$ cat config.mk
export PLATFORM = sky130hd
export DESIGN_NAME = pprt_router
export DESIGN_NICKNAME = d
export VERILOG_FILES = /design/src/pprt_pkg.sv /design/src/pprt_beat_if.sv /design/src/pprt_skid.sv /design/src/pprt_lru_arb.sv /design/src/pprt_router.sv
export SDC_FILE = /design/constraint.sdc
export NUM_CORES = 1
export LEC_CHECK = 0
export ABC_AREA = 1
export BUFFER_PORTS_ARGS = -buffer_cell sky130_fd_sc_hd__buf_2
export CAP_MARGIN = 40
export CORE_AREA = 2 2 296 298
export DETAILED_ROUTE_END_ITERATION = 7
export DIE_AREA = 0 0 298 300
export PLACE_DENSITY_LB_ADDON = 0.3
export SYNTH_ARGS = -nofsm -noshare
export SYNTH_HDL_FRONTEND = slang
export SYNTH_SLANG_ARGS = --single-unit
$ cat constraint.sdc
create_clock -name clock -period 3.4 [get_ports clock]
set_input_delay 0.68 -clock clock [delete_from_list [all_inputs] [get_ports clock]]
set_output_delay 0.68 -clock clock [all_outputs]
set_load 0.02 [all_outputs]
$ cat src/pprt_pkg.sv
/*
 * Constants and types of the packet port router.
 * Assumes one core clock and importers of pprt_pkg::*.
 */
package pprt_pkg;

  localparam int          NPORT            = 3;
  localparam int          DATA_W           = 64;
  localparam int          USER_W           = 32;

  localparam logic [23:0] OFF_WIN_BASE     = 24'h00005c;
  localparam logic [23:0] OFF_BASE_ID      = 24'h000060;
  localparam logic [23:0] OFF_RESP_TIMEOUT = 24'h000124;
  localparam logic [23:0] OFF_PORT_GEN_CTL = 24'h00013c;
  localparam logic [23:0] OFF_STATUS       = 24'h000200;

  localparam int          SMALL_ID_LSB     = 16;
  localparam int          LARGE_ID_LSB     = 0;
  localparam int          WIN_LSB          = 21;
  localparam int          WIN_W            = 10;
  localparam int          ADDR_WIN_LSB     = 24;
  localparam int          SRC_ID_LSB       = 16;
  localparam int          HOST_GRANT_BIT   = 30;
  localparam int          TIMEOUT_LSB      = 8;

  localparam logic [31:0] BASE_ID_RST      = 32'h0000_0000;
  localparam logic [31:0] WIN_BASE_RST     = 32'h7fe0_0000;
  localparam logic [31:0] TIMEOUT_RST      = 32'hffff_ff00;
  localparam logic [5:0]  ORDER_RST        = 6'h24;

  localparam logic [1:0]  ID_SIZE_SMALL    = 2'h0;
  localparam logic [1:0]  ID_SIZE_LARGE    = 2'h1;
  localparam logic [2:0]  INIT_PORT_MASK   = 3'h3;
  localparam logic [7:0]  SIZE_WORD_M1     = 8'h03;

  typedef struct packed {
    logic [DATA_W-1:0] tdata;
    logic              tlast;
    logic [USER_W-1:0] tuser;
  } pprt_beat_t;

  typedef enum logic {
    PPRT_IDLE = 1'b0,
    PPRT_XFER = 1'b1
  } pprt_fsm_t;

endpackage : pprt_pkg

$ cat src/pprt_beat_if.sv
/*
 * Beat carrier from the port selector into the two-entry buffer.
 * Assumes the source pushes only while ready is high.
 */
`timescale 1ns/1ps
interface pprt_beat_if;
  import pprt_pkg::*;
  pprt_beat_t beat;
  logic       valid;
  logic       ready;
  logic       space_nxt;
  modport src (output beat, output valid, input ready, input space_nxt);
  modport snk (input beat, input valid, output ready, output space_nxt);
endinterface : pprt_beat_if

$ cat src/pprt_skid.sv
/*
 * Two-entry buffer on the transmit path; outputs are registered except space_nxt.
 * Assumes the receiver may stall at any time.
 */
`timescale 1ns/1ps
module pprt_skid (
  input  wire logic                clock,     // Core clock
  input  wire logic                rst_n,     // Async reset, active low
  pprt_beat_if.snk                 in_if,     // Filling side
  output pprt_pkg::pprt_beat_t     out_beat,  // Head entry
  output logic                     out_valid, // Head valid
  input  wire logic                out_ready  // Receiver accepts
);
  import pprt_pkg::*;

  typedef struct packed {
    logic       h_v;
    logic       t_v;
    pprt_beat_t h;
    pprt_beat_t t;
  } pprt_skid_t;

  pprt_skid_t s_r;
  pprt_skid_t s_nxt;

  always_comb begin
    s_nxt = s_r;
    if (out_ready && s_r.h_v) begin
      s_nxt.h_v = s_r.t_v;
      s_nxt.h   = s_r.t;
      s_nxt.t_v = 1'b0;
    end
    if (in_if.valid && !s_r.t_v) begin
      if (!s_nxt.h_v) begin
        s_nxt.h_v = 1'b1;
        s_nxt.h   = in_if.beat;
      end else begin
        s_nxt.t_v = 1'b1;
        s_nxt.t   = in_if.beat;
      end
    end
  end

  always_ff @(posedge clock or negedge rst_n) begin
    if (!rst_n) begin
      s_r <= '0;
    end else begin
      s_r <= s_nxt;
    end
  end

  assign in_if.ready     = !s_r.t_v;
  // Lets the selector register ready a cycle ahead
  assign in_if.space_nxt = !s_nxt.t_v;
  assign out_beat        = s_r.h;
  assign out_valid       = s_r.h_v;
endmodule : pprt_skid

$ cat src/pprt_lru_arb.sv
/*
 * Least-recently-served arbiter over the transmit ports.
 * Assumes take is pulsed only while gnt_vld is high.
 */
`timescale 1ns/1ps
module pprt_lru_arb (
  input  wire logic                    clock,   // Core clock
  input  wire logic                    rst_n,   // Async reset, active low
  input  wire logic [pprt_pkg::NPORT-1:0] req,  // Eligible requests
  input  wire logic                    take,    // Commit current grant
  output logic [1:0]                   gnt_idx, // Granted port
  output logic                         gnt_vld  // Any grant
);
  import pprt_pkg::*;

  typedef struct packed {
    logic [NPORT-1:0][1:0] order;
  } pprt_arb_t;

  pprt_arb_t a_r;
  pprt_arb_t a_nxt;
  logic [1:0] pos;

  always_comb begin
    a_nxt   = a_r;
    pos     = 2'h0;
    gnt_vld = 1'b0;
    // Front of the order is the port idle the longest
    for (int k = 0; k < NPORT; k++) begin
      if (!gnt_vld && req[a_r.order[k]]) begin
        gnt_vld = 1'b1;
        pos     = 2'(k);
      end
    end
    gnt_idx = a_r.order[pos];
    if (take && gnt_vld) begin
      for (int k = 0; k < NPORT - 1; k++) begin
        if (k >= int'(pos)) begin
          a_nxt.order[k] = a_r.order[k+1];
        end
      end
      a_nxt.order[NPORT-1] = a_r.order[pos];
    end
  end

  always_ff @(posedge clock or negedge rst_n) begin
    if (!rst_n) begin
      a_r <= ORDER_RST;
    end else begin
      a_r <= a_nxt;
    end
  end
endmodule : pprt_lru_arb

$ cat src/pprt_router.sv
/*
 * Top of the packet port router: transmit port arbitration into one stream,
 * ID handling, configuration registers and receive-side window steering.
 * Assumes user ports and the transmit buffer share the core clock.
 */
`timescale 1ns/1ps
module pprt_router #(
  parameter bit LARGE_SYSTEM   = 1'b0,  // 16-bit identifiers when set
  parameter bit WINDOW_EN      = 1'b1,  // Window base checking built
  parameter bit MAINT_PORT_EN  = 1'b1,  // Maintenance port built
  parameter bit HOST_GRANT_RST = 1'b0   // Reset value of host-grant enable
) (
  input  wire logic                                        clock,          // Core clock
  input  wire logic                                        rst_n,          // Async reset, active low
  input  wire logic [pprt_pkg::NPORT-1:0]                  tx_tvalid,      // Port beat valid
  output logic      [pprt_pkg::NPORT-1:0]                  tx_tready,      // Port beat taken
  input  wire logic [pprt_pkg::NPORT-1:0][pprt_pkg::DATA_W-1:0] tx_tdata,  // Port data
  input  wire logic [pprt_pkg::NPORT-1:0]                  tx_tlast,       // Port last beat
  input  wire logic [pprt_pkg::NPORT-1:0][pprt_pkg::USER_W-1:0] tx_tuser,  // Port src/dst IDs
  input  wire logic                                        initiator_block,// Requests barred
  output logic                                             out_tvalid,     // Stream valid
  input  wire logic                                        out_tready,     // Buffer accepts
  output logic      [pprt_pkg::DATA_W-1:0]                 out_tdata,      // Stream data
  output logic                                             out_tlast,      // Stream last
  output logic      [pprt_pkg::USER_W-1:0]                 out_tuser,      // Stream IDs
  output logic      [15:0]                                 out_src_id,     // Source ID of beat
  output logic      [1:0]                                  id_size_code,   // Size code
  output logic      [15:0]                                 own_id,         // Own device ID
  output logic      [23:0]                                 port_timeout,   // Response time-out
  output logic                                             host_grant_en,  // Host-grant enable
  input  wire logic                                        cfg_wr,         // Config write
  input  wire logic                                        cfg_rd,         // Config read
  input  wire logic [23:0]                                 cfg_addr,       // Config offset
  input  wire logic [31:0]                                 cfg_wdata,      // Config write data
  output logic      [31:0]                                 cfg_rdata,      // Config read data
  output logic                                             cfg_rvalid,     // Read data valid
  input  wire logic                                        rx_valid,       // Request header valid
  input  wire logic                                        rx_is_maint,    // Maintenance class
  input  wire logic                                        rx_is_swrite,   // Streaming write
  input  wire logic                                        rx_is_read,     // Read request
  input  wire logic                                        rx_needs_resp,  // Write wants response
  input  wire logic [33:0]                                 rx_addr,        // Transaction address
  input  wire logic [7:0]                                  rx_size_m1,     // Size minus one
  input  wire logic [15:0]                                 rx_src_id,      // Request source ID
  input  wire logic [15:0]                                 rx_dst_id,      // Request dest ID
  input  wire logic [7:0]                                  rx_tid,         // Transaction ID
  input  wire logic [31:0]                                 rx_wdata,       // Write data word
  output logic                                             io_req,         // To normal I/O
  output logic                                             maint_req,      // To maintenance port
  output logic                                             maint_write,    // Maint write
  output logic      [23:0]                                 maint_addr,     // Maint offset
  output logic      [31:0]                                 maint_wdata,    // Maint data
  output logic                                             err_resp,       // Error response due
  output logic      [15:0]                                 resp_src_id,    // Response source ID
  output logic      [15:0]                                 resp_dst_id,    // Response dest ID
  output logic      [7:0]                                  resp_tid        // Response TID
);
  import pprt_pkg::*;

  typedef struct packed {
    pprt_fsm_t        fsm;
    logic [1:0]       sel;
    logic [NPORT-1:0] tready;
    logic [31:0]      base_id;
    logic [31:0]      win_base;
    logic [31:0]      timeout;
    logic             host_grant;
    logic [7:0]       drop_cnt;
    logic [31:0]      rdata;
    logic             rvalid;
    logic [15:0]      own_id;
    logic [1:0]       size_code;
    logic             io_req;
    logic             maint_req;
    logic             maint_write;
    logic [23:0]      maint_addr;
    logic [31:0]      maint_wdata;
    logic             err_resp;
    logic [15:0]      resp_src;
    logic [15:0]      resp_dst;
    logic [7:0]       resp_tid;
  } pprt_state_t;

  localparam pprt_state_t STATE_RST = '{
    fsm:         PPRT_IDLE,
    sel:         2'h0,
    tready:      '0,
    base_id:     BASE_ID_RST,
    win_base:    WIN_BASE_RST,
    timeout:     TIMEOUT_RST,
    host_grant:  HOST_GRANT_RST,
    drop_cnt:    8'h00,
    rdata:       32'h0000_0000,
    rvalid:      1'b0,
    own_id:      16'h0000,
    size_code:   LARGE_SYSTEM ? ID_SIZE_LARGE : ID_SIZE_SMALL,
    io_req:      1'b0,
    maint_req:   1'b0,
    maint_write: 1'b0,
    maint_addr:  24'h000000,
    maint_wdata: 32'h0000_0000,
    err_resp:    1'b0,
    resp_src:    16'h0000,
    resp_dst:    16'h0000,
    resp_tid:    8'h00
  };

  pprt_state_t s_r;
  pprt_state_t s_nxt;

  pprt_beat_if      bif ();
  pprt_beat_t       head;
  logic [NPORT-1:0] eligible;
  logic [1:0]       gnt_idx;
  logic             gnt_vld;
  logic             take;
  logic             beat_in;
  logic             win_hit;
  logic             to_maint;
  logic             size_ok;

  // Request ports drop out while the buffer bars initiators
  assign eligible = tx_tvalid & ~(INIT_PORT_MASK & {NPORT{initiator_block}});
  assign take     = (s_r.fsm == PPRT_IDLE) && gnt_vld;

  pprt_lru_arb u_arb (
    .clock   (clock),
    .rst_n   (rst_n),
    .req     (eligible),
    .take    (take),
    .gnt_idx (gnt_idx),
    .gnt_vld (gnt_vld)
  );

  // Ready registered against buffer space, so a beat always fits
  assign beat_in         = s_r.tready[s_r.sel] && tx_tvalid[s_r.sel];
  assign bif.valid       = beat_in;
  assign bif.beat        = {tx_tdata[s_r.sel], tx_tlast[s_r.sel], tx_tuser[s_r.sel]};

  pprt_skid u_skid (
    .clock     (clock),
    .rst_n     (rst_n),
    .in_if     (bif),
    .out_beat  (head),
    .out_valid (out_tvalid),
    .out_ready (out_tready)
  );

  // Streaming writes and disabled window skip the compare
  assign win_hit  = WINDOW_EN && !rx_is_maint && !rx_is_swrite &&
                    (rx_addr[ADDR_WIN_LSB +: WIN_W] == s_r.win_base[WIN_LSB +: WIN_W]);
  assign to_maint = rx_is_maint || (win_hit && MAINT_PORT_EN);
  assign size_ok  = (rx_size_m1 == SIZE_WORD_M1);

  always_comb begin
    s_nxt = s_r;
    s_nxt.rvalid    = 1'b0;
    s_nxt.io_req    = 1'b0;
    s_nxt.maint_req = 1'b0;
    s_nxt.err_resp  = 1'b0;

    // Transmit: one packet at a time into the shared stream
    case (s_r.fsm)
      PPRT_IDLE: begin
        if (gnt_vld) begin
          s_nxt.fsm = PPRT_XFER;
          s_nxt.sel = gnt_idx;
        end
      end
      PPRT_XFER: begin
        // Packet ends on its own last beat; no mid-packet interleave
        if (beat_in && tx_tlast[s_r.sel]) begin
          s_nxt.fsm = PPRT_IDLE;
        end
      end
      default: begin
        s_nxt.fsm = PPRT_IDLE;
      end
    endcase
    s_nxt.tready = '0;
    if (s_nxt.fsm == PPRT_XFER && bif.space_nxt) begin
      s_nxt.tready[s_nxt.sel] = 1'b1;
    end

    // Configuration access
    if (cfg_wr) begin
      case (cfg_addr)
        OFF_BASE_ID:      s_nxt.base_id  = cfg_wdata;
        OFF_WIN_BASE:     s_nxt.win_base = cfg_wdata;
        OFF_RESP_TIMEOUT: s_nxt.timeout  = cfg_wdata;
        OFF_PORT_GEN_CTL: s_nxt.host_grant = cfg_wdata[HOST_GRANT_BIT];
        default: begin
        end
      endcase
    end
    if (cfg_rd) begin
      s_nxt.rvalid = 1'b1;
      case (cfg_addr)
        OFF_BASE_ID:      s_nxt.rdata = s_r.base_id;
        OFF_WIN_BASE:     s_nxt.rdata = s_r.win_base;
        OFF_RESP_TIMEOUT: s_nxt.rdata = s_r.timeout;
        OFF_PORT_GEN_CTL: s_nxt.rdata = 32'(s_r.host_grant) << HOST_GRANT_BIT;
        OFF_STATUS:       s_nxt.rdata = {21'h000000, s_r.fsm, s_r.sel, s_r.drop_cnt};
        default:          s_nxt.rdata = 32'h0000_0000;
      endcase
    end

    // Own ID follows the register, one cycle behind
    if (LARGE_SYSTEM) begin
      s_nxt.own_id = s_r.base_id[LARGE_ID_LSB +: 16];
    end else begin
      s_nxt.own_id = {8'h00, s_r.base_id[SMALL_ID_LSB +: 8]};
    end

    // Receive steering; one decision per header cycle
    if (rx_valid) begin
      // IDs from the request itself; register writes cannot alter them
      s_nxt.resp_src = rx_dst_id;
      s_nxt.resp_dst = rx_src_id;
      s_nxt.resp_tid = rx_tid;
      if (!to_maint) begin
        s_nxt.io_req = 1'b1;
      end else if (size_ok) begin
        s_nxt.maint_req   = 1'b1;
        s_nxt.maint_write = !rx_is_read;
        s_nxt.maint_addr  = rx_addr[23:0];
        s_nxt.maint_wdata = rx_wdata;
      end else begin
        s_nxt.err_resp = rx_is_read || rx_needs_resp;
        s_nxt.drop_cnt = s_r.drop_cnt + 8'h01;
      end
    end
  end

  always_ff @(posedge clock or negedge rst_n) begin
    if (!rst_n) begin
      s_r <= STATE_RST;
    end else begin
      s_r <= s_nxt;
    end
  end

  assign tx_tready     = s_r.tready;
  assign out_tdata     = head.tdata;
  assign out_tlast     = head.tlast;
  assign out_tuser     = head.tuser;
  assign out_src_id    = head.tuser[SRC_ID_LSB +: 16];
  assign id_size_code  = s_r.size_code;
  assign own_id        = s_r.own_id;
  assign port_timeout  = s_r.timeout[TIMEOUT_LSB +: 24];
  assign host_grant_en = s_r.host_grant;
  assign cfg_rdata     = s_r.rdata;
  assign cfg_rvalid    = s_r.rvalid;
  assign io_req        = s_r.io_req;
  assign maint_req     = s_r.maint_req;
  assign maint_write   = s_r.maint_write;
  assign maint_addr    = s_r.maint_addr;
  assign maint_wdata   = s_r.maint_wdata;
  assign err_resp      = s_r.err_resp;
  assign resp_src_id   = s_r.resp_src;
  assign resp_dst_id   = s_r.resp_dst;
  assign resp_tid      = s_r.resp_tid;
endmodule : pprt_router

# After elaboration in Yosys (flattened, before gate mapping)

Index checks and enable logic that the tools add are counted.

Equal/unequal tests: 7
Mux-type cells: 42
Bitwise gates (word level): 4
Reductions and logical operators: 30
$add $sub $neg: 1
Magnitude comparators: 9

Operators by type and width:

| cell                                                                    | count |
|---|---|
| 196-bit 2-to-1 mux                                                      | 1 |
| 97-bit 2-to-1 mux                                                       | 2 |
| 32-bit case mux with 5 select lines                                     | 1 |
| 64-bit binary-select mux with 2-bit select                              | 1 |
| 100-bit 2-to-1 mux                                                      | 1 |
| 99-bit 2-to-1 mux                                                       | 1 |
| 32-bit binary-select mux with 2-bit select                              | 1 |
| 64-bit 2-to-1 mux                                                       | 1 |
| 59-bit 2-to-1 mux                                                       | 1 |
| 58-bit 2-to-1 mux                                                       | 1 |
| 24-bit by 7-bit equality test with 1-bit output, second input constant  | 2 |
| 24-bit by 9-bit equality test with 1-bit output, second input constant  | 2 |
| 32-bit 2-to-1 mux                                                       | 1 |
| 24-bit by 10-bit equality test with 1-bit output, second input constant | 1 |
| 2-bit by 3-bit < comparator with 1-bit output, second input constant    | 6 |
| 1-bit 2-to-1 mux                                                        | 16 |
| 2-bit AND reduction                                                     | 7 |
| 1-bit binary-select mux with 2-bit select                               | 6 |
| 1-bit logical AND                                                       | 12 |
| 10-bit equality test                                                    | 1 |
| 8-bit by 1-bit adder with 8-bit output, second input constant           | 1 |
| 8-bit by 2-bit equality test with 1-bit output, second input constant   | 1 |
| 1-bit logical NOT                                                       | 7 |
| 2-bit 2-to-1 mux                                                        | 3 |
| other kinds (11)                                                        | 16 |

Register bits after elaboration: 454
Bits of input ports: 475

# Depth between registers and ports, before layout

Gate-level depths: netlist of the first run.

Word-level depth: 20
Depth in mapped cells: 13

# By module

From an unflattened synthesis of the first run, not the netlist that was laid out.

Cell total of the unflattened synthesis: 3257
Area total of the unflattened synthesis: 24895.1 sq um

By module, submodules not included:

| module       | seq. area each (sq um) | area an instance (sq um) | times used | cells an instance |
|---|---|---|---|---|
| pprt_router  | 6348.6                 | 14471.4                  | 1          | 1905 |
| pprt_skid    | 4904.7                 | 9980.8                   | 1          | 1283 |
| pprt_lru_arb | 152.6                  | 442.9                    | 1          | 69 |

# Worst setup path before layout of the first run

Ideal clock, no wire load.

Path type: input to register
Start: input cfg_addr[11]
End: register s_r[195] (netlist name)
Data arrival time: 1.792 ns
Slack: 1.478 ns
Setup time: 0.130 ns
Buffers on the path: 2
Cell stages on the path: 9
Path through: nor2_1 -> nand3_1 -> nor2_1 -> and3_1 -> buf_2 -> nand2_1 -> clkbuf_1 -> nand2_1 -> o21ai_0

Word-level cells in the longest chain between the ends: 2

RTL lines:

| element                                         | RTL line           | source |
|---|---|---|
| start, declared                                 | pprt_router.sv:33  | `input wire logic [23:0] cfg_addr,` |
| 24-bit by 7-bit equality test with 1-bit output | pprt_router.sv:187 | `case (cfg_addr)` |
| 2-bit AND reduction (no line)                   | --                 |  |
| end signal, assigned                            | pprt_router.sv:239 | `s_r <= s_nxt;` |
| end, declared                                   | pprt_router.sv:108 | `pprt_state_t s_r;` |

No other way between the ends.
A chain may end at the register's enable or synchronous reset.

==> impl_results.md, run 1 <==
* Count of hold-fix buffers inserted at cts at 0
* Leakage Power at 15.1 nW
* Critical path origin: s_r[259]
* Number of resized instances in the post-cts repair step at 0
* CP max-delay cell: dfrtp_4
* Synth top area cells: dfrtp_1 (44%), nand2_1 (14%), buf_4 (9.5%)
* EDFF count, synth at 0
* Count of standard-cell rows at 108
* Insertion delay of the later-clocked pin in the worst-skew pair at 620 ps
* Post-detailed-route DRC marker count at 0
* Post-synthesis adder-cell area fraction at 0.0529%
* Ratio of routed vias to standard cells at 4.59
* Number of antenna violations at the first check in global routing at 13
* Vias post-DR at 20000
* Number of maximum-capacitance violations at 0
* Detailed placement HPWL at 57200 µm
* Fraction of synthesis flops using an asynchronous set or reset pin at 100%
* Classification of the worst setup path: register to register
* Share of layout cells above drive strength 1 at 36.0%
* Maximum cell stage delay along the critical path at 530 ps
* Tightest slew margin relative to the limit at 47.7%
* RSZ-0062 raised after global routing: false
* Port buffer count at 757
* Starting Density at 27.4%
* Most used flip-flop cell after synthesis: dfrtp_1
* Proportion of synthesized chip area in sequential cells at 48.3%
* Combinational family with the most area after synthesis: simple AND/OR/NAND/NOR gates
* Number of top-level pins at 768
* WHS at 108 ps
* Multiplexer share of the synthesized area at 4.03%
* Clock Sinks at 454
* Result of the run: complete, no violations
* Cell area after technology mapping at 23600 µm²
* Area grow syn2layout at 20.7%
* Via count of the first global-routing pass at 19200
* Overall routed net length at 78900 µm
* Total number of nets in the final design at 3628
* Number of setup buffers added after CTS at 0
* Reg-to-reg endpoint: u_skid.out_beat[86]
* Highest clock rate at 422 MHz
* Synthesized netlist cell count at 2732
* Total design power at 14.5 mW
* Count of warnings emitted by yosys at 0
* Die ar. at 89400 µm²
* Number of hold violations in the final report at 0
* Post-synthesis xor/xnor area fraction at 0.371%
* Number of buffers created by CTS at 52
* Global placement routability congestion at 0.886
* Destination of the critical timing path: u_skid.out_beat[86]
* Simple logic cell fraction of the synthesized area at 24.2%
* Top-area cell type share of the netlist area at 44.3%
* Critical path data required time at 3930 ps
* Series of cell instances along the critical path: buf_4 > nor2_4 > nand3_1 > nand2_1 > nand2_1 > nor2_4 > buf_12 > mux2i_1
* Overall Global Routing Usage at 16.9%
* Reg2reg setup slack at 1030 ps
* CTS Root Cell: clkbuf_16
* Length in cells of the worst reg-to-reg path at 8
* Avg Inst Size Synth at 8.65 µm²
* Worst-path clk slew at 60 ps
* Library cell with the largest summed area after synthesis: dfrtp_1
* Detailed-routing iteration count for the pre-antenna-repair pass at 5
* Synth cell types at 38
* Die X-Extent at 298 µm
* Critical Path AT at 2900 ps
* First-pass GRT wire length at 119000 µm
* Kind of end point of the critical path: register
* Highest net fanout along the worst path at 47
* Hold/Removal Path Class: input port to asynchronous set/reset pin
* Die span in y at 300 µm
* Post-DR wirelength/cell at 18.1 µm
* Deepest clock path buffer count at 3
* Accumulated negative setup slack at 0 ps
* Number of flip-flops and latches in the synthesized netlist at 454
* Overflow after GRT at 0
* Final Max Slew Viols at 0
* Final critical path time including I/O delays and setup at 2370 ps
* Compound-Gate Fraction of Synth Area at 9.61%
* Total power per unit cell area at 508 nW/µm²
* Area inside the core boundary at 86200 µm²
* Startpoint of the worst register-to-register path: s_r[259]
* Finish-stage setup viols at 0
* Pin count of the biggest net entering global routing at 145
* Period Utilization, post-route at 69.6%
* Crit start category: register
* Maximum ir drop on the vdd rail at 482 µV
* Post-route clock skew at 47.2 ps
* Remaining antenna violation count after routing at 0
* CTS tree: done
* Starting DRT DRC Count at 1548
* Transition time of the tightest slew-check pin at 784 ps
* H-tree levels at 2
-- registers in the layout, indices dropped and copies added, names as in the netlist, 3 cells and up --
signal and count:
u_skid.s_r 98, u_skid.out_beat 97, s_r 75, cfg_rdata 32, maint_wdata 32, maint_addr 24, port_timeout 24, resp_dst_id 16
resp_src_id 16, own_id 8, resp_tid 8, s_nxt 8, u_arb.a_r 6, tx_tready 3
-- synthesized netlist by cell type (all sizes together), types with 2 or more instances --
cell / instances
nand3: 67
or2: 196
nor2: 42
nand4: 88
xnor2: 7
inv: 67
o21ai: 208
nand2: 886
mux2i: 94
buf: 348
and3: 4
xor2: 3
dfstp: 36
o21a: 49
a32oi: 96
nor3: 7
nand3b: 2
dfrtp: 418
clkbuf: 105
a21oi: 2
-- where the power goes --
group          total, mW  leakage (nW)  switching [mW]  internal, mW
logic               2.76          8.05            1.73          1.03
clock network       6.06         0.930            2.43          3.63
registers           5.67          6.11           0.132          5.54
total               14.5          15.1            4.29          10.2
-- worst max-delay path: cells and delay by family (launching register included) --
family,cells,cell delay (ps)
mux,1,250
buf+inv,2,590
flops,1,530
simple gates,5,860
-- final cells by class --
type,instances,area [µm²]
antenna,8,20.0
clock buffer,71,1490
clock inverter,27,373
fill,9163,57700
inverter,68,258
multi-input combinational,1766,9120
sequential,454,11400
tap,1155,1450
timing repair buffer,810,4410
-- cell usage in the layout, fill, tap and decap left out, types with 64 or more instances in the layout --
master     n
buf_2    755
mux2i_1   94
o21ai_0   93
inv_1     64
or2_2    195
a32oi_1   96
dfrtp_1  417
nand2_1  880
nand4_1   88
o21ai_1  114
nand3_1   65
-- how the worst min path moves through the flow --
stage          slack (ps)  cells past startpoint             end
2_1_floorplan         370                      0       own_id[0]
3_3_place_gp          390                      0       own_id[4]
3_5_place_dp          390                      0       own_id[3]
4_1_cts               110                      1  resp_src_id[5]
5_1_grt               130                      1  resp_src_id[5]
6_report              110                      1       own_id[5]
-- stage by stage --
stage	utilization, %	instance area, µm²	setup WS [ps]	cells
after floorplan	-	23700	1480	2741
after global placement	30.9	26600	632	4252
after detailed placement	30.9	26600	659	4253
after CTS	33.1	28500	1000	4351
after global routing	33.1	28500	833	4358
final	33.1	28500	1030	4359
-- kinds of logic (layout without fill, tap and decap cells) --
logic type | count (synthesis) | count (layout)
simple gates | 1294 | 1294
other cells | 1 | 18
compound gates | 356 | 356
buf+inv | 521 | 976
mux | 95 | 95
xor+xnor | 10 | 10
flops | 454 | 454
fa+ha+maj | 1 | 1
-- routing by layer --
metal | track usage, % | vias to the layer above | part of all wire, %
met5 | 0 | - | 0.038
met1 | 22.8 | 9625 | 44
met2 | 26.7 | 690 | 46
met3 | 3.42 | 133 | 6.5
met4 | 6.13 | 6 | 3.5
li1 | - | 9549 | -
No activity file was read; power rests on OpenSTA's default activity.
==> inputs of run 2 (changes only) <==
--- a/config.mk
+++ b/config.mk
@@ -5,12 +5,12 @@
 export SDC_FILE = /design/constraint.sdc
 export NUM_CORES = 1
 export LEC_CHECK = 0
-export ABC_AREA = 1
+export ABC_AREA = 0
 export BUFFER_PORTS_ARGS = -buffer_cell sky130_fd_sc_hd__buf_2
 export CAP_MARGIN = 40
-export CORE_AREA = 2 2 296 298
+export CORE_AREA = 2 2 302 304
 export DETAILED_ROUTE_END_ITERATION = 7
-export DIE_AREA = 0 0 298 300
+export DIE_AREA = 0 0 304 306
 export PLACE_DENSITY_LB_ADDON = 0.3
 export SYNTH_ARGS = -nofsm -noshare
 export SYNTH_HDL_FRONTEND = slang
==> constraint.sdc (replaced) <==
create_clock -name clock -period 2 [get_ports clock]
set_input_delay 0.4 -clock clock [delete_from_list [all_inputs] [get_ports clock]]
set_output_delay 0.4 -clock clock [all_outputs]
set_load 0.02 [all_outputs]
==> run 2 against run 1 <==
The flow now finishes with violations (negative setup slack). Die area rose by 4.1%. Largest power group is now sequential cells. Wire length down 11%. Maximum frequency increased by 5.9%. Hold slack worse by 51 ps. Largest cell class unchanged. Combinational power increased to 4.1 times the previous value. Utilization rose by 0.20 points. Setup slack worse by 1300 ps. Clock-buffer cell count up 4.
==> impl_results.md, run 2 <==
* Top-area cell type share of the netlist area at 46.2% (+1.9 points)
* Synth top area cells: dfrtp_1 (46%), mux2_2 (12%), buf_4 (9.5%)
* Largest register by flop count: u_skid.s_r
* Area grow syn2layout at 31.6%
* Number of maximum-capacitance violations at 0 (unchanged)
* Worst Setup Slack post-DPL at -340 ps (-999 ps)
* First-pass GRT wire length at 106000 µm (-11%)
* Count of standard-cell rows at 110 (+1.9%)
* Accumulated negative setup slack at -11030 ps (-11030 ps)
* Overall routed net length at 70500 µm (-11%)
* Die span in y at 306 µm (+2.0%)
* Highest clock rate at 447 MHz (+5.9%)
* Overall Global Routing Usage at 14.6% (-2.3 points)
* Worst-path clk slew at 60 ps (about the same)
* Crit start category: register
* CTS Root Cell: clkbuf_16
* H-tree levels at 2 (unchanged)
* Port buffer count at 757 (unchanged)
* Most used flip-flop cell after synthesis: dfrtp_1
* Die ar. at 93000 µm² (+4.1%)
* Transition time of the tightest slew-check pin at 833 ps (+49.1 ps)
* Leakage Power at 14.9 nW (-1.2%)
* Final critical path time including I/O delays and setup at 2240 ps (-131 ps)
* Number of buffers created by CTS at 52 (unchanged)
* Detailed placement HPWL at 52300 µm (-8.6%)
* Finish-stage setup viols at 57 (+57)
* Proportion of synthesized chip area in sequential cells at 50.3% (+2.1 points)
* Post-detailed-route DRC marker count at 0 (unchanged)
* Number of hold violations in the final report at 0 (unchanged)
* Synthesized netlist cell count at 2101 (-23%)
* Cell area after technology mapping at 22700 µm² (-4.1%)
* Detailed-routing iteration count for the pre-antenna-repair pass at 6 (+1)
* Critical Path AT at 2710 ps (-190 ps)
* Hold/Removal Path Class: input port to register
* Failing checks: negative setup slack
* Avg Inst Size Synth at 10.8 µm² (+25%)
* Number of antenna violations at the first check in global routing at 22 (+9)
* Result of the run: finished, violations left
* Number of flip-flops and latches in the synthesized netlist at 454 (unchanged)
* Insertion delay of the later-clocked pin in the worst-skew pair at 600 ps (-20 ps)
* Critical path data required time at 2480 ps (-1450 ps)
* Die X-Extent at 304 µm (+2.0%)
* Commonest non-fill, non-tap cell in the layout: buf_2
* Number of top-level pins at 768 (unchanged)
* Classification of the worst setup path: register to register
* Starting DRT DRC Count at 695 (-55%)
* Post-DR wirelength/cell at 17.8 µm (-1.7%)
* Clock Sinks at 454 (unchanged)
* Deepest clock path buffer count at 3 (unchanged)
* RSZ-0062 raised after global routing: true
* Area inside the core boundary at 89600 µm² (+3.9%)
* Commonest cells after routing, fill and taps aside: buf_2 (756), dfrtp_1 (416), nand2_1 (235)
* Remaining antenna violation count after routing at 0 (unchanged)
* Period Utilization, post-route at 112% (+42 points)
* Via count of the first global-routing pass at 17500 (-9.1%)
* Max reg flops at 98 (unchanged)
* Kind of end point of the critical path: register
* Pin count of the biggest net entering global routing at 105 (-28%)
* Library cell with the largest summed area after synthesis: dfrtp_1
* Synth cell types at 61 (+61%)
* Most common cell in the synthesized netlist: dfrtp_1
* Most used standard cells in the synthesized netlist: dfrtp_1 (418), buf_4 (287), mux2_2 (242)
* Count of warnings emitted by yosys at 0 (unchanged)
* CTS tree: done
* Ratio of routed vias to standard cells at 4.34 (-5.4%)
* Maximum ir drop on the vdd rail at 853 µV (+77%)
* Overflow after GRT at 0 (unchanged)
* Fraction of synthesis flops using an asynchronous set or reset pin at 100% (unchanged)
* Global placement routability congestion at 0.819 (-7.5%)
* Vias post-DR at 17200 (-14%)
* Highest net fanout along the worst path at 28 (-40%)
* Final Worst Setup Slack at -236 ps (-1270 ps)
* Share of layout cells above drive strength 1 at 46.2% (+10 points)
* Final Max Slew Viols at 0 (unchanged)
* Post-route clock skew at 24.0 ps (-23.2 ps)
* Total power per unit cell area at 1130 nW/µm² (+120%)
* Starting Density at 25.3% (-2.1 points)
* WHS at 57.0 ps (-50.7 ps)
* Total number of nets in the final design at 3213 (-11%)
* EDFF count, synth at 0 (unchanged)
* Tightest slew margin relative to the limit at 44.4% (-3.4 points)
-- run 2: cell types whose count changed after synthesis, sizes merged, moves of 23 or more --
cell   change
inv       -62
o21a      -47
nand3     -58
a32oi     -96
a21oi     +99
mux2     +294
or2      -194
buf       -23
nand4     -83
nand2    -650
nor2      +86
-- run 2: metal layers --
layer	part of all wire, %	global-route usage [%]	wire length [µm]	vias to the layer above
met5	0.098	0	69	-
met4	3.3	4.91	2360	12
met3	6.7	3.77	4730	124
met2	50	25.6	34900	610
met1	40	17.2	28400	8180
li1	-	-	-	8274
-- run 2: area by class of cell --
class / count / area, µm²
fillers: 9243 / 59800
flip-flops and latches: 454 / 11400
multi-input cells: 1239 / 8860
repair buffers: 984 / 6230
clock buffers: 75 / 1530
well taps: 1176 / 1470
clock inverters: 22 / 279
inverters: 6 / 22.5
diodes: 5 / 12.5
-- run 2: where the power goes --
group	switching, mW	total, mW	internal (mW)
clock network	3.93	10.0	6.08
logic	6.50	11.2	4.65
registers	1.26	12.5	11.2
-- run 2: worst paths after layout --
kind	startpoint	end	slack, ps	cells past startpoint
min in group asynchronous	rst_n	s_r[252]	290	2
hold reg to reg	s_nxt[106]	own_id[4]	400	0
hold / removal	rx_dst_id[5]	resp_src_id[5]	60	2
setup reg to reg	s_r[221]	maint_wdata[4]	-240	7
max in group asynchronous	rst_n	u_skid.s_r[22]	930	3
setup / recovery	s_r[221]	maint_wdata[4]	-240	7
-- run 2: through the flow --
stage	util (%)	power, mW	instances	cell area [µm²]
2_1_floorplan	-	20.5	2110	22700
3_3_place_gp	29.7	23.5	3751	26700
3_5_place_dp	29.7	23.5	3751	26700
4_1_cts	33.1	34.0	3952	29700
5_1_grt	33.3	35.8	3959	29800
6_report	33.3	33.6	3961	29800
-- run 2: cells by family (layout without fill, tap and decap cells) --
logic type	count (synthesis)	in the layout	synth area share [%]
other	1	15	0.0165
multiplexers	397	397	19.2
adder cells (fa/ha/maj)	1	1	0.0552
buffers and inverters	417	1087	11.9
XOR/XNOR	17	17	0.657
AND/OR/NAND/NOR	424	424	7.92
flip-flops	454	454	50.3
AO/OA/AOI/OAI	390	390	9.94
-- run 2: timing repair --
item	CTS	global route
hold buffers	100	0
pin swaps	2	3
endpoints found under the hold margin	140	0
setup endpoints to repair	60	78
gates cloned	2	2
resized for setup	25	18
buffers inserted	3	3
-- run 2: worst max-delay path, cell delays in order (launching register included) --
cell and delay, ps:
dfstp_2 540, xor2_1 80, nor4_2 380, a31oi_4 150
nor3b_4 230, buf_12 180, buf_16 190, mux2_2 350
